===== config.mk =====
export PLATFORM = sky130hd
export DESIGN_NAME = anis_sched
export DESIGN_NICKNAME = d
export VERILOG_FILES = /design/src/anis_pkg.sv /design/src/anis_fifo.sv /design/src/anis_sched.sv
export SDC_FILE = /design/constraint.sdc
export NUM_CORES = 1
export LEC_CHECK = 0
export CAP_MARGIN = 5
export CORE_UTILIZATION = 60
export CTS_CLUSTER_SIZE = 14
export DETAILED_ROUTE_END_ITERATION = 10
export DONT_BUFFER_PORTS = 1
export PLACE_DENSITY = 0.76
export SYNTH_ARGS = -nofsm -noshare
export SYNTH_HDL_FRONTEND = slang
export SYNTH_SLANG_ARGS = --single-unit

===== constraint.sdc =====
create_clock -name clk -period 2.95 [get_ports clk]
set_input_delay 0.295 -clock clk [delete_from_list [all_inputs] [get_ports clk]]
set_output_delay 0.295 -clock clk [all_outputs]
set_load 0.02 [all_outputs]

===== src/anis_pkg.sv =====
/*
 package for the align/notify insertion scheduler: rate codes, periods,
 stream carrier struct. assumes a 32-bit dword datapath with a k-flag.
*/
package anis_pkg;

	// ----------------------------------------------------------------
	// link and connection rates
	// ----------------------------------------------------------------
	typedef enum logic [0:0] {
		ANIS_RATE_G1 = 1'b0,
		ANIS_RATE_G2 = 1'b1
	} anis_rate_e;

	// ----------------------------------------------------------------
	// insertion periods (dwords) and counts per period
	// ----------------------------------------------------------------
	localparam int          CNT_W          = 12;
	localparam logic [11:0] SKEW_PER_G2    = 12'hfff;  // 4096 dwords, minus one
	localparam logic [11:0] SKEW_PER_G1    = 12'h07ff; // 2048 dwords, minus one
	localparam logic [1:0]  SKEW_NUM_G2    = 2'h2;
	localparam logic [1:0]  SKEW_NUM_G1    = 2'h1;
	localparam logic [11:0] THR_PER        = 12'h00ff; // 256 dwords, minus one
	localparam logic [1:0]  THR_NUM        = 2'h2;
	localparam logic [1:0]  PEND_MAX       = 2'h3;

	// ----------------------------------------------------------------
	// primitive selection and dword carrier
	// ----------------------------------------------------------------
	localparam logic [31:0] PRIM_ALIGN_DEF  = 32'h0000_0000; // arbitrary, set by user
	localparam logic [31:0] PRIM_NOTIFY_DEF = 32'h0000_0001; // arbitrary, set by user
	localparam int          FIFO_DEPTH      = 4;

	typedef struct packed {
		logic        k;
		logic [31:0] data;
	} anis_dword_s;

	localparam int DW_W = 33;

endpackage


===== src/anis_fifo.sv =====
/*
 small valid/ready fifo, parameterised width and depth.
 assumes single clock, async active-low reset.
*/
`timescale 1ns/10ps
module anis_fifo #(
	parameter int W = 33,
	parameter int D = 4
) (
	// clock and reset
	input  wire logic         clk,
	input  wire logic         rstn,
	// fill side
	input  wire logic         in_valid,
	output logic              in_ready,
	input  wire logic [W-1:0] in_data,
	// drain side
	output logic              out_valid,
	input  wire logic         out_ready,
	output logic      [W-1:0] out_data
);
	localparam int AW = $clog2(D);

	logic [W-1:0]  mem [D];
	logic [AW-1:0] wp_q;
	logic [AW-1:0] rp_q;
	logic [AW:0]   cnt_q;
	logic          push;
	logic          pop;

	// full compare needs the count's own width: depth does not fit in AW bits
	assign in_ready  = (cnt_q != (AW+1)'(D)) ? 1'b1 : 1'b0;
	assign out_valid = (cnt_q != '0);
	assign out_data  = mem[rp_q];
	assign push      = in_valid & in_ready;
	assign pop       = out_valid & out_ready;

	always_ff @(posedge clk) begin
		if (push) begin
			mem[wp_q] <= in_data;
		end
	end

	always_ff @(posedge clk or negedge rstn) begin
		if (!rstn) begin
			wp_q  <= '0;
			rp_q  <= '0;
			cnt_q <= '0;
		end else begin
			if (push) begin
				wp_q <= (wp_q == AW'(D - 1)) ? '0 : wp_q + 1'b1;
			end
			if (pop) begin
				rp_q <= (rp_q == AW'(D - 1)) ? '0 : rp_q + 1'b1;
			end
			cnt_q <= cnt_q + (AW+1)'(push) - (AW+1)'(pop);
		end
	end

	// no overflow beyond depth
	fifo_bound_a: assert property (@(posedge clk) disable iff (!rstn)
		cnt_q <= (AW+1)'(D)) else $error("fifo count above depth");

endmodule


===== src/anis_sched.sv =====
/*
 align/notify insertion scheduler: pulls link-layer dwords through a fifo
 and inserts deletable primitives at the rates set by link rate,
 connection rate and stp target flag. assumes rate inputs are static
 during a connection and come from logic on clk.
*/
// Function
// - each insertion is align or notify; rates counted per dword window.
// - g2 link, g2 connection, non-stp: two per 4096 for clock skew.
// - stp target at g2/g2 adds two per 256 for throttling.
// - g2 link, g1 connection: one every 2 dwords plus skew insertions.
// - g2 link, g1 connection, stp: skew, rate match and throttle combined.
// - g1 link, g1 connection, non-stp: one per 2048 for clock skew.
// - g1/g1 to stp target: skew one per 2048 plus two per 256.
`timescale 1ns/10ps
module anis_sched (
	// clock and reset
	input  wire logic                  clk,
	input  wire logic                  rstn,
	// configuration
	input  wire anis_pkg::anis_rate_e  link_rate,
	input  wire anis_pkg::anis_rate_e  conn_rate,
	input  wire logic                  to_stp,
	input  wire logic                  use_notify,
	input  wire logic [31:0]           prim_align,
	input  wire logic [31:0]           prim_notify,
	// link layer side
	input  wire logic                  ll_valid,
	output logic                       ll_ready,
	input  wire anis_pkg::anis_dword_s ll_dword,
	// phy side, one dword per clock
	output anis_pkg::anis_dword_s      tx_dword_q,
	output logic                       tx_ins_q,
	output logic                       tx_idle_q
);
	// ----------------------------------------------------------------
	// fifo between link layer and scheduler
	// ----------------------------------------------------------------
	logic                  f_valid;
	logic                  f_ready;
	anis_pkg::anis_dword_s f_dword;

	anis_fifo #(
		.W (anis_pkg::DW_W),
		.D (anis_pkg::FIFO_DEPTH)
	) u_fifo (
		.clk       (clk),
		.rstn      (rstn),
		.in_valid  (ll_valid),
		.in_ready  (ll_ready),
		.in_data   (ll_dword),
		.out_valid (f_valid),
		.out_ready (f_ready),
		.out_data  (f_dword)
	);

	// ----------------------------------------------------------------
	// window counters, one per dword slot
	// ----------------------------------------------------------------
	logic [anis_pkg::CNT_W-1:0] skew_cnt_q;
	logic [anis_pkg::CNT_W-1:0] thr_cnt_q;
	logic [anis_pkg::CNT_W-1:0] skew_per;
	logic [1:0]                 skew_num;
	logic                       rm_en;
	logic                       thr_en;
	logic                       skew_wrap;
	logic                       thr_wrap;

	always_comb begin
		skew_per = (link_rate == anis_pkg::ANIS_RATE_G2) ? anis_pkg::SKEW_PER_G2
		                                                 : anis_pkg::SKEW_PER_G1;
		skew_num = (link_rate == anis_pkg::ANIS_RATE_G2) ? anis_pkg::SKEW_NUM_G2
		                                                 : anis_pkg::SKEW_NUM_G1;
		rm_en    = (link_rate == anis_pkg::ANIS_RATE_G2) &&
		           (conn_rate == anis_pkg::ANIS_RATE_G1);
		thr_en   = to_stp;
	end

	assign skew_wrap = (skew_cnt_q == skew_per);
	assign thr_wrap  = (thr_cnt_q == anis_pkg::THR_PER);

	always_ff @(posedge clk or negedge rstn) begin
		if (!rstn) begin
			skew_cnt_q <= '0;
			thr_cnt_q  <= '0;
		end else begin
			skew_cnt_q <= skew_wrap ? '0 : skew_cnt_q + 1'b1;
			thr_cnt_q  <= thr_wrap ? '0 : thr_cnt_q + 1'b1;
		end
	end

	// ----------------------------------------------------------------
	// pending insertion credits
	// ----------------------------------------------------------------
	// credits owed at window start; paid back in following slots so a
	// window always carries its full quota even with a busy stream
	logic [1:0] skew_pend_q;
	logic [1:0] thr_pend_q;
	logic       rm_phase_q;
	logic       ins_slot;
	logic       take_skew;
	logic       take_thr;

	// rate matching: every other slot is an insertion; owed skew/throttle credits
	// also insert in the next slots whatever the phase; one owed on a rate-match slot is paid by that insertion
	assign ins_slot  = (rm_en && rm_phase_q) || (skew_pend_q != '0) || (thr_pend_q != '0);
	assign take_skew = ins_slot && (skew_pend_q != '0);
	assign take_thr  = ins_slot && !take_skew && (thr_pend_q != '0);

	always_ff @(posedge clk or negedge rstn) begin
		if (!rstn) begin
			skew_pend_q <= '0;
			thr_pend_q  <= '0;
			rm_phase_q  <= 1'b1;
		end else begin
			// first slot after reset or enable is an insertion, so no two
			// payload slots ever follow each other at the slow connection
			rm_phase_q <= rm_en ? ~rm_phase_q : 1'b1;
			if (skew_wrap) begin
				skew_pend_q <= skew_pend_q + skew_num - 2'(take_skew);
			end else if (take_skew) begin
				skew_pend_q <= skew_pend_q - 1'b1;
			end
			if (thr_wrap && thr_en) begin
				thr_pend_q <= thr_pend_q + anis_pkg::THR_NUM - 2'(take_thr);
			end else if (take_thr) begin
				thr_pend_q <= thr_pend_q - 1'b1;
			end
		end
	end

	// ----------------------------------------------------------------
	// output slot
	// ----------------------------------------------------------------
	assign f_ready = !ins_slot;

	always_ff @(posedge clk or negedge rstn) begin
		if (!rstn) begin
			tx_dword_q <= '0;
			tx_ins_q   <= 1'b0;
			tx_idle_q  <= 1'b1;
		end else begin
			if (ins_slot) begin
				tx_dword_q.k    <= 1'b1;
				tx_dword_q.data <= use_notify ? prim_notify : prim_align;
				tx_ins_q        <= 1'b1;
				tx_idle_q       <= 1'b0;
			end else if (f_valid) begin
				tx_dword_q <= f_dword;
				tx_ins_q   <= 1'b0;
				tx_idle_q  <= 1'b0;
			end else begin
				tx_dword_q <= '0;
				tx_ins_q   <= 1'b0;
				tx_idle_q  <= 1'b1;
			end
		end
	end

	// ----------------------------------------------------------------
	// checks
	// ----------------------------------------------------------------
	skew_credit_a: assert property (@(posedge clk) disable iff (!rstn)
		skew_wrap && link_rate == anis_pkg::ANIS_RATE_G2 && skew_pend_q == '0
		|=> skew_pend_q == 2'h2) else $error("g2 skew quota not loaded");

	skew_g1_a: assert property (@(posedge clk) disable iff (!rstn)
		skew_wrap && link_rate == anis_pkg::ANIS_RATE_G1 && skew_pend_q == '0
		|=> skew_pend_q == 2'h1) else $error("g1 skew quota not loaded");

	skew_pay_a: assert property (@(posedge clk) disable iff (!rstn)
		skew_pend_q != '0 |=> tx_ins_q) else $error("skew credit not paid");

	thr_load_a: assert property (@(posedge clk) disable iff (!rstn)
		thr_wrap && to_stp && thr_pend_q == '0 |=> thr_pend_q == 2'h2)
		else $error("throttle quota not loaded");

	thr_off_a: assert property (@(posedge clk) disable iff (!rstn)
		!to_stp && thr_pend_q == '0 |=> thr_pend_q == '0)
		else $error("throttle without stp target");

	rm_every2_a: assert property (@(posedge clk) disable iff (!rstn)
		rm_en && $past(rm_en) ##1 rm_en |-> tx_ins_q || $past(tx_ins_q))
		else $error("rate match gap over two dwords");

	rm_mix_a: assert property (@(posedge clk) disable iff (!rstn)
		rm_en && rm_phase_q |=> tx_ins_q && tx_dword_q.k)
		else $error("rate match slot not inserted");

	ins_prim_a: assert property (@(posedge clk) disable iff (!rstn)
		ins_slot && use_notify |=> tx_dword_q.data == $past(prim_notify))
		else $error("inserted dword not the notify primitive");

	ins_align_a: assert property (@(posedge clk) disable iff (!rstn)
		ins_slot && !use_notify |=> tx_dword_q.data == $past(prim_align))
		else $error("inserted dword not the align primitive");

endmodule


==> metrics.txt, run 1 <==
outcome=finished clean; vias per cell=5.939; clk_lat worst skew=0.48 ns; worst endpoint data arrival time=2.65 ns; diodes inserted=0; r2r setup slk=0.66 ns; Seq/Total Area, Yosys=69.62%; crit path max fanout=6; Setup Crit Path Kind=register to register; CTS max path bufs=3; # rows=42; fin crit share=77.73%; max cap viols=0; Final TNS setup=0 ns; antenna violations before repair=0; most frequent cells in the layout=132 x edfxtp_1, 67 x dfrtp_1, 42 x nand3_1; Initial Util=61.80%; Worst Tran Pin Value=0.8903 ns; Fillers=863; clock root cell=clkbuf_16; Startpoint Class=register; R2R cell count=10; number of placed I/O pins=140; post-synthesis instance total=498; via count of the first global-routing pass=4802; Ys Warns=0; Synth Flop Type=edfxtp_1; CTS tree=done; core box area=13350 sq um; RSZ-0062 raised after global routing=false; skew final=0.01070 ns; Inserted Clock Buffers=22; data required time of the worst path=3.31 ns; Net Count, Synth=617; placed insts=658; Slew Limit Headroom=40.65%; area delta synth->final=17.22%; port buffer count=0; number of setup buffers added after CTS=0; gr ovfl total=0; Die Y-Extent=119.3 microns; DRT Pass-1 Iters=6; Die Area=14220 sq um; drt wl/cell=20.92 microns; share of cells above drive strength 1=17.71%; total wire length=15370 microns; Vias=4365; Syn Area/Cell=16.56 sq um; # DRC=0; Mapped Area=8249 sq um; hold_sp=prim_align[28]; Placer Congestion=0.7449; # clock sinks=203; register bit total from synthesis=203; max frequency=436.1 MHz; Final Non-Filler Cells=735; Initial DRC Count=297; asr flop ratio synth=34.98%; Critical R2R Launch=skew_pend_q[0]$_DFFE_PN0P_; fin. max-slew vios=0; first-pass GRT wire length=24760 microns; pwr/cell area=953.2 nW/um^2; WHS=0.01816 ns; final hold viol count=0; Setup violations, final=0; Post-synth EDFFs=132; post_cts resized=0; Lkg Pwr=3.632 nW; Die Wd=119.3 microns; hold worst-path end=tx_dword_q[28]$_DFF_PN0_; fin util=72.44%; Routed Antenna Nets=0; Hold Path Depth=2; hold-fix buffers at CTS=37; R2R Path End=skew_pend_q[1]$_DFFE_PN0P_; Final #Nets=662; Worst setup EP type=register; Tot GR Track Use=22.76%; count of cell types in the netlist=41; largest net degree at the start of global routing=72; type of the tightest min-delay check=primary input to register; DPL Wire Length=9324 microns; htree depth=1; most common cell after layout, fill and taps aside=edfxtp_1; post-layout minimum cycle time=2.293 ns; worst-case vdd ir drop=0.6981 mV; Reg clk slew, reported paths=0.06 ns
## cell usage after synthesis, drive strengths merged, types with 3 or more instances
master / number / area share (%)
dfrtp: 69 / 21
and3: 11 / 0.85
nand2: 8 / 0.36
o21ai: 34 / 2.1
xnor2: 11 / 1.2
mux2: 5 / 0.68
buf: 15 / 0.97
nor2: 19 / 0.86
mux4: 33 / 9.0
xor2: 15 / 1.6
edfxtp: 132 / 48
a21oi: 3 / 0.23
nand3: 42 / 2.5
mux2i: 32 / 3.9
nor3: 3 / 0.24
clkbuf: 9 / 0.41
nand4: 5 / 0.45
inv: 19 / 0.86
ha: 14 / 2.1
## registers in the layout (all words and copies together) (netlist names)
signal / count
tx_ins_q: 1
u_fifo.cnt_q: 3
skew_pend_q: 2
skew_cnt_q: 12
tx_dword_q: 33
thr_pend_q: 2
tx_idle_q: 1
u_fifo.mem: 132
u_fifo.wp_q: 2
thr_cnt_q: 12
u_fifo.rp_q: 2
rm_phase_q: 1
## routing by layer
metal  vias up  wire (microns)  global-route usage (%)  part of all wire [%]
li1       1977               -                       -                     -
met1      2224            6132                   28.70                    40
met2       141            8144                   40.70                    53
met3        23             845                   4.454                   5.5
met4         0             252                   5.222                   1.6
met5         -               0                       0                     0
## worst max path at each step
stage	startpoint	end	slack [ns]
final	skew_pend_q[0]$_DFFE_PN0P_	skew_pend_q[1]$_DFFE_PN0P_	0.66
after global routing	skew_pend_q[0]$_DFFE_PN0P_	skew_pend_q[1]$_DFFE_PN0P_	0.51
after CTS	skew_pend_q[0]$_DFFE_PN0P_	skew_pend_q[1]$_DFFE_PN0P_	0.64
after detailed placement	skew_pend_q[0]$_DFFE_PN0P_	skew_pend_q[1]$_DFFE_PN0P_	0.65
after global placement	skew_pend_q[0]$_DFFE_PN0P_	skew_pend_q[1]$_DFFE_PN0P_	0.79
after floorplan	skew_pend_q[0]$_DFFE_PN0P_	u_fifo.cnt_q[2]$_DFF_PN0_	0.74
## layout make-up
cell class                 count  area, sq um  share of cell area (%)
sequential                   203         5746                   59.42
clock buffer                  32        649.4                   6.716
inverter                      19        71.32                  0.7376
timing repair buffer          45        510.5                   5.280
multi-input combinational    252         2327                   24.07
clock inverter                 8        145.1                   1.501
tap                          176        220.2                   2.277
## metrics by stage
step                area [sq um]  worst slack [ns]  power, mW
finish                      9669            0.6569      9.217
global route                9669            0.5053      9.630
CTS                         9669            0.6430      9.310
detailed placement          8487            0.6542      6.293
global placement            8487            0.7922      6.196
floorplan                   8249            0.7359      5.731
## critical path, stage by stage, from the launching register on
cell	delay (ns)
dfrtp_1	0.39
inv_1	0.10
ha_1	0.28
inv_1	0.07
ha_1	0.27
inv_1	0.04
ha_1	0.18
xnor2_1	0.19
xnor2_1	0.10
mux2_2	0.27
a211o_1	0.29
## power by group
group / internal, mW / leakage (nW) / total [mW] / switching [mW]
Clock: 1.88 / 0.390 / 2.93 / 1.05
Combinational: 0.928 / 1.19 / 1.91 / 0.982
Sequential: 3.73 / 2.05 / 4.38 / 0.643
## cell families after synthesis
family | count (synthesis) | share of synthesized area [%]
DFF | 203 | 69.62
and+or+nand+nor | 102 | 6.932
muxes | 70 | 13.57
buffers and inverters | 43 | 2.245
AOI/OAI and AO/OA | 39 | 2.503
xor gates and xnor gates | 26 | 2.761
adders and majority gates | 15 | 2.366
(Power assumes the default switching activity.)
==> inputs of run 2 (changes only) <==
--- a/config.mk
+++ b/config.mk
@@ -6,11 +6,11 @@
 export NUM_CORES = 1
 export LEC_CHECK = 0
 export CAP_MARGIN = 5
-export CORE_UTILIZATION = 60
+export CORE_UTILIZATION = 57
 export CTS_CLUSTER_SIZE = 14
 export DETAILED_ROUTE_END_ITERATION = 10
 export DONT_BUFFER_PORTS = 1
-export PLACE_DENSITY = 0.76
+export PLACE_DENSITY = 0.75
 export SYNTH_ARGS = -nofsm -noshare
 export SYNTH_HDL_FRONTEND = slang
 export SYNTH_SLANG_ARGS = --single-unit
==> constraint.sdc (replaced) <==
create_clock -name clk -period 2 [get_ports clk]
set_input_delay 0.2 -clock clk [delete_from_list [all_inputs] [get_ports clk]]
set_output_delay 0.2 -clock clk [all_outputs]
set_load 0.02 [all_outputs]
==> metrics.txt, run 2 (synthesis gave the netlist of run 1 again) <==
Worst setup EP type=register (unchanged); hold_sp=prim_align[26] (was prim_align[28]); first-pass GRT wire length=26950 microns (was 24760 microns); total wire length=17120 microns (was 15370 microns); Crit path largest cell delay=0.52 ns (was 0.39 ns); type of the tightest min-delay check=primary input to register (unchanged); Gate power share=25.2% (was 20.7%); Fillers=840 (was 863); Die Y-Extent=122.3 microns (was 119.3 microns); fin crit share=100.9% (was 77.73%); final hold viol count=0 (unchanged); Worst Tran Pin Value=0.6755 ns (was 0.8903 ns); CP Cell Sequence=inv_2, ha_4, buf_4, and3_4, nand2_4, inv_2, ha_4, inv_2, ha_4, fa_2 (was inv_1, ha_1, inv_1, ha_1, inv_1, ha_1, xnor2_1, xnor2_1, mux2_2, a211o_1); # DRC=0 (unchanged); clk_lat worst skew=0.50 ns (was 0.48 ns); PnR Total Power=13.19 mW (was 9.217 mW); Critical R2R Launch=skew_pend_q[0]$_DFFE_PN0P_ (unchanged); Final Non-Filler Cells=817 (was 735); Vias=4712 (was 4365); Routed Antenna Nets=0 (unchanged); Slew Limit Headroom=54.97% (was 40.65%); largest register by flop count=u_fifo.mem (unchanged); Hold Path Depth=2 (unchanged); area delta synth->final=25.16% (was 17.22%); Tot GR Track Use=24.24% (was 22.76%); # rows=43 (was 42); CTS max path bufs=3 (unchanged); Net Sw Power=4.030 mW (was 2.675 mW); RSZ-0062 raised after global routing=true (was false); placed insts=675 (was 658); pwr/cell area=1277 nW/um^2 (was 953.2 nW/um^2); Final WS setup=-0.01739 ns (was 0.6569 ns); most frequent cells in the layout=132 x edfxtp_1, 96 x dlygate4sd3_1, 67 x dfrtp_1 (was 132 x edfxtp_1, 67 x dfrtp_1, 42 x nand3_1); Inserted Clock Buffers=21 (was 22); Die Wd=122.3 microns (was 119.3 microns); most common cell after layout, fill and taps aside=edfxtp_1 (unchanged); R2R cell count=10 (unchanged); vias per cell=5.767 (was 5.939); R2R Path End=u_fifo.cnt_q[1]$_DFF_PN0_ (was skew_pend_q[1]$_DFFE_PN0P_); number of placed I/O pins=140 (unchanged); max reg flops=132 (unchanged); # clock sinks=203 (unchanged); Lkg Pwr=3.897 nW (was 3.632 nW); Setup violations, final=3 (was 0); register area=5746 sq um (unchanged); fin. max-slew vios=0 (unchanged); Setup Crit Path Kind=register to register (unchanged); crit path max fanout=3 (was 6); hold worst-path end=tx_dword_q[26]$_DFF_PN0_ (was tx_dword_q[28]$_DFF_PN0_); DP Worst Slack=-0.06530 ns (was 0.6542 ns); antenna violations before repair=1 (was 0); htree depth=1 (unchanged); share of cells above drive strength 1=20.28% (was 17.71%); worst-case vdd ir drop=0.6709 mV (was 0.6981 mV); via count of the first global-routing pass=5119 (was 4802); clock root cell=clkbuf_16 (unchanged); r2r setup slk=-0.02 ns (was 0.66 ns); top flop regs=u_fifo.mem (132), tx_dword_q (33) (unchanged); outcome=complete, but fails checks (was finished clean); CTS tree=done (unchanged); internal power=9.157 mW (was 6.542 mW); max cap viols=0 (unchanged); port buffer count=0 (unchanged); data required time of the worst path=2.41 ns (was 3.31 ns); Initial DRC Count=353 (was 297); core box area=13990 sq um (was 13350 sq um); DRT Pass-1 Iters=4 (was 6); largest net degree at the start of global routing=72 (unchanged); gr ovfl total=0 (unchanged); post-layout minimum cycle time=2.017 ns (was 2.293 ns); Final #Nets=741 (was 662); failing checks=negative setup slack; Reg clk slew, reported paths=0.06 ns (about the same); CP max stage cell=fa_2 (was dfrtp_1); worst endpoint data arrival time=2.43 ns (was 2.65 ns); Initial Util=58.97% (was 61.80%); DPL Wire Length=9457 microns (was 9324 microns); area of the multi-input gates=2434 sq um (was 2327 sq um); Sw Ratio=30.56% (was 29.02%); Placer Congestion=0.7802 (was 0.7449); sequential power share=47.5% (about the same); max frequency=495.7 MHz (was 436.1 MHz); skew final=0.02339 ns (was 0.01070 ns); drt wl/cell=20.96 microns (was 20.92 microns); Die Area=14960 sq um (was 14220 sq um); Startpoint Class=register (unchanged); clock power share=27.3% (was 31.8%)
run 2: layer usage:
metal | GRT usage, % | vias to the layer above | wire (microns)
li1 | - | 2128 | -
met1 | 31.09 | 2396 | 7006
met2 | 41.92 | 161 | 8753
met3 | 5.112 | 27 | 1045
met4 | 6.631 | 0 | 316
met5 | 0 | - | 0
run 2: timing repair:
action                                 4_1_cts  5_1_grt
setup buffers                                5        2
setup endpoints to repair                    3       15
gates resized for setup                      5        2
hold buffers                                97        0
pin swaps                                    8        3
endpoints found under the hold margin      234        0
run 2: metrics by stage:
stage / hold WS, ns / setup TNS, ns / util [%] / area (sq um)
floorplan: -0.09559 / -0.02792 / - / 8328
global placement: -0.09339 / 0 / 61.48 / 8601
detailed placement: -0.09340 / -0.06530 / 61.48 / 8601
CTS: 0.03384 / -0.03733 / 73.55 / 10290
global route: 0.06016 / -0.5103 / 73.81 / 10320
finish: 0.04412 / -0.04019 / 73.81 / 10320
run 2: layout make-up:
cell class,count,area share (%)
sequential,203,55.65
multi-input combinational,252,23.57
timing repair buffer,125,11.73
clock buffer,27,5.405
tap,180,2.181
clock inverter,10,0.7513
inverter,19,0.6907
antenna,1,0.02424
run 2: worst max-delay path by stage:
stage                                    start                    endpoint  depth (start not counted)
floorplan            u_fifo.cnt_q[2]$_DFF_PN0_   u_fifo.cnt_q[2]$_DFF_PN0_                          9
global placement    skew_pend_q[0]$_DFFE_PN0P_  skew_pend_q[1]$_DFFE_PN0P_                         10
detailed placement  skew_pend_q[0]$_DFFE_PN0P_  skew_pend_q[1]$_DFFE_PN0P_                         10
CTS                 skew_pend_q[0]$_DFFE_PN0P_  skew_pend_q[1]$_DFFE_PN0P_                         10
global route        skew_pend_q[0]$_DFFE_PN0P_  skew_pend_q[1]$_DFFE_PN0P_                         10
finish              skew_pend_q[0]$_DFFE_PN0P_   u_fifo.cnt_q[1]$_DFF_PN0_                         10
run 2: worst max-delay path, delay by kind of cell, from the launching register on:
| kind | cells | cell delay, ns |
|---|---|---|
| buffers and inverters | 4 | 0.27 |
| adders and majority gates | 4 | 1.07 |
| DFF | 1 | 0.36 |
| and+or+nand+nor | 2 | 0.25 |
run 2: power by group through the flow:
stage | registers [mW] | clock network, mW | logic (mW)
after floorplan | 6.22 | 0 | 2.34
after global placement | 6.29 | 0 | 2.99
after detailed placement | 6.34 | 0 | 3.07
after CTS | 6.26 | 3.68 | 3.34
after global routing | 6.34 | 3.86 | 3.66
final | 6.26 | 3.60 | 3.33
==> inputs of run 3 (changes only) <==
--- a/config.mk
+++ b/config.mk
@@ -6,11 +6,11 @@
 export NUM_CORES = 1
 export LEC_CHECK = 0
 export CAP_MARGIN = 5
-export CORE_UTILIZATION = 57
+export CORE_UTILIZATION = 60
 export CTS_CLUSTER_SIZE = 14
 export DETAILED_ROUTE_END_ITERATION = 10
 export DONT_BUFFER_PORTS = 1
-export PLACE_DENSITY = 0.75
+export PLACE_DENSITY = 0.76
 export SYNTH_ARGS = -nofsm -noshare
 export SYNTH_HDL_FRONTEND = slang
 export SYNTH_SLANG_ARGS = --single-unit
==> constraint.sdc (replaced) <==
create_clock -name clk -period 2.6 [get_ports clk]
set_input_delay 0.26 -clock clk [delete_from_list [all_inputs] [get_ports clk]]
set_output_delay 0.26 -clock clk [all_outputs]
set_load 0.02 [all_outputs]
==> metrics.txt, run 3 (synthesis gave the netlist of run 1 again) <==
outcome=complete, but fails checks (unchanged); failing checks=negative hold slack (was negative setup slack); top flop regs=u_fifo.mem (132), tx_dword_q (33) (unchanged); Lkg Pwr=3.710 nW (was 3.897 nW); number of setup buffers added after CTS=0 (was 5); Routed Antenna Nets=0 (unchanged); CTS max path bufs=3 (unchanged); final hold viol count=1 (was 0); most frequent cells in the layout=132 x edfxtp_1, 77 x dlygate4sd3_1, 67 x dfrtp_1 (was 132 x edfxtp_1, 96 x dlygate4sd3_1, 67 x dfrtp_1); port buffer count=0 (unchanged); Final TNS setup=0 ns (was -0.04019 ns); skew final=0.01620 ns (was 0.02339 ns); type of the tightest min-delay check=primary input to register (unchanged); clk_lat worst skew=0.49 ns (was 0.50 ns); Final Cell Area=9882 sq um (was 10320 sq um); area of the multi-input gates=2327 sq um (was 2434 sq um); max frequency=435.4 MHz (was 495.7 MHz); Reg clk slew, reported paths=0.06 ns (about the same); diodes inserted=0 (was 1); area delta synth->final=19.79% (was 25.16%); drt wl/cell=20.96 microns (about the same); first-pass GRT wire length=25450 microns (was 26950 microns); via count of the first global-routing pass=4771 (was 5119); WHS=-0.003099 ns (was 0.04412 ns); placed cell area=8407 sq um (was 8601 sq um); RSZ-0062 raised after global routing=false (was true); max reg flops=132 (unchanged); CTS tree=done (unchanged); post_cts resized=0 (was 5); largest net degree at the start of global routing=72 (unchanged); most common cell after layout, fill and taps aside=edfxtp_1 (unchanged); fin. max-slew vios=0 (unchanged); Die Area=14220 sq um (was 14960 sq um); clock root cell=clkbuf_16 (unchanged); number of placed I/O pins=140 (unchanged); Worst Tran Pin Value=0.9268 ns (was 0.6755 ns); Die Wd=119.3 microns (was 122.3 microns); total wire length=16140 microns (was 17120 microns); DPL Wire Length=8752 microns (was 9457 microns); # rows=42 (was 43); fin crit share=88.33% (was 100.9%); share of cells above drive strength 1=14.98% (was 20.28%); Worst setup EP type=register (unchanged); antenna violations before repair=0 (was 1); Initial DRC Count=316 (was 353); # clock sinks=203 (unchanged); crit path max fanout=6 (was 3); Vias=4476 (was 4712); vias per cell=5.813 (was 5.767); core box area=13350 sq um (was 13990 sq um); Startpoint Class=register (unchanged); Die Y-Extent=119.3 microns (was 122.3 microns); data required time of the worst path=2.97 ns (was 2.41 ns); Initial Util=61.80% (was 58.97%); Inserted Clock Buffers=21 (unchanged); Fillers=829 (was 840); pwr/cell area=1022 nW/um^2 (was 1277 nW/um^2); # DRC=0 (unchanged); hold-fix buffers at CTS=78 (was 97); Setup Crit Path Kind=register to register (unchanged); DRT Pass-1 Iters=4 (unchanged); register area=5746 sq um (unchanged); Slew Limit Headroom=38.21% (was 54.97%); Setup violations, final=0 (was 3); Placer Congestion=0.7721 (was 0.7802); max cap viols=0 (unchanged); worst-case vdd ir drop=0.7087 mV (was 0.6709 mV); largest register by flop count=u_fifo.mem (unchanged); gr ovfl total=0 (unchanged); worst endpoint data arrival time=2.66 ns (was 2.43 ns); fin util=74.03% (was 73.81%); htree depth=1 (unchanged); placed insts=654 (was 675); Final #Nets=698 (was 741); Tot GR Track Use=23.63% (was 24.24%); post-layout minimum cycle time=2.297 ns (was 2.017 ns); r2r setup slk=0.30 ns (was -0.02 ns); Final Non-Filler Cells=770 (was 817)
[run 3: cell types whose count changed in the layout (fill, tap and decap cells not counted), moves of 5 or more]
cell           before  now
buf_4              27    3
dlygate4sd3_1      96   77
ha_1                9   14
ha_4                5    0
inv_1              13   19
inv_2               6    0
[run 3: final timing paths]
path	start	to	depth (start not counted)
worst max-delay path	skew_pend_q[0]$_DFFE_PN0P_	skew_pend_q[1]$_DFFE_PN0P_	10
worst min-delay path	prim_align[16]	tx_dword_q[16]$_DFF_PN0_	2
worst max register to register	skew_pend_q[0]$_DFFE_PN0P_	skew_pend_q[1]$_DFFE_PN0P_	10
worst min register to register	thr_cnt_q[11]$_DFF_PN0_	thr_cnt_q[11]$_DFF_PN0_	1
max in group asynchronous	rstn	tx_idle_q$_DFF_PN1_	2
min in group asynchronous	rstn	tx_dword_q[13]$_DFF_PN0_	2
[run 3: routing by layer]
metal	vias up	part of all wire, %	GRT usage [%]
met5	-	0	0
li1	2033	-	-
met3	25	5.8	4.215
met1	2278	40	31.27
met4	0	1.9	7.199
met2	140	52	40.19
[run 3: through the flow]
stage          power (mW)  setup slack (ns)
6_report            10.10            0.3033
5_1_grt             10.57            0.1557
4_1_cts             10.16            0.2994
3_5_place_dp        7.047            0.3104
3_3_place_gp        6.962            0.4432
2_1_floorplan       6.503            0.3859
[run 3: layout make-up]
| class | count | share of cell area [%] |
|---|---|---|
| Inverter | 19 | 0.7217 |
| Timing Repair Buffer | 82 | 8.508 |
| Multi-Input combinational cell | 252 | 23.55 |
| Tap cell | 176 | 2.228 |
| Clock inverter | 10 | 1.266 |
| Clock buffer | 28 | 5.584 |
| Sequential cell | 203 | 58.14 |
[run 3: power by group]
group	switching (mW)	internal, mW
sequential	0.743	4.25
clock	1.18	1.79
combinational	1.11	1.03
total	3.03	7.07
[run 3: critical path, stage by stage, from the launching register on]
cell and delay (ns):
dfrtp_1 0.39, inv_1 0.09, ha_1 0.28, inv_1 0.08, ha_1 0.28, inv_1 0.04, ha_1 0.18, xnor2_1 0.18
xnor2_1 0.10, mux2_2 0.26, a211o_1 0.30
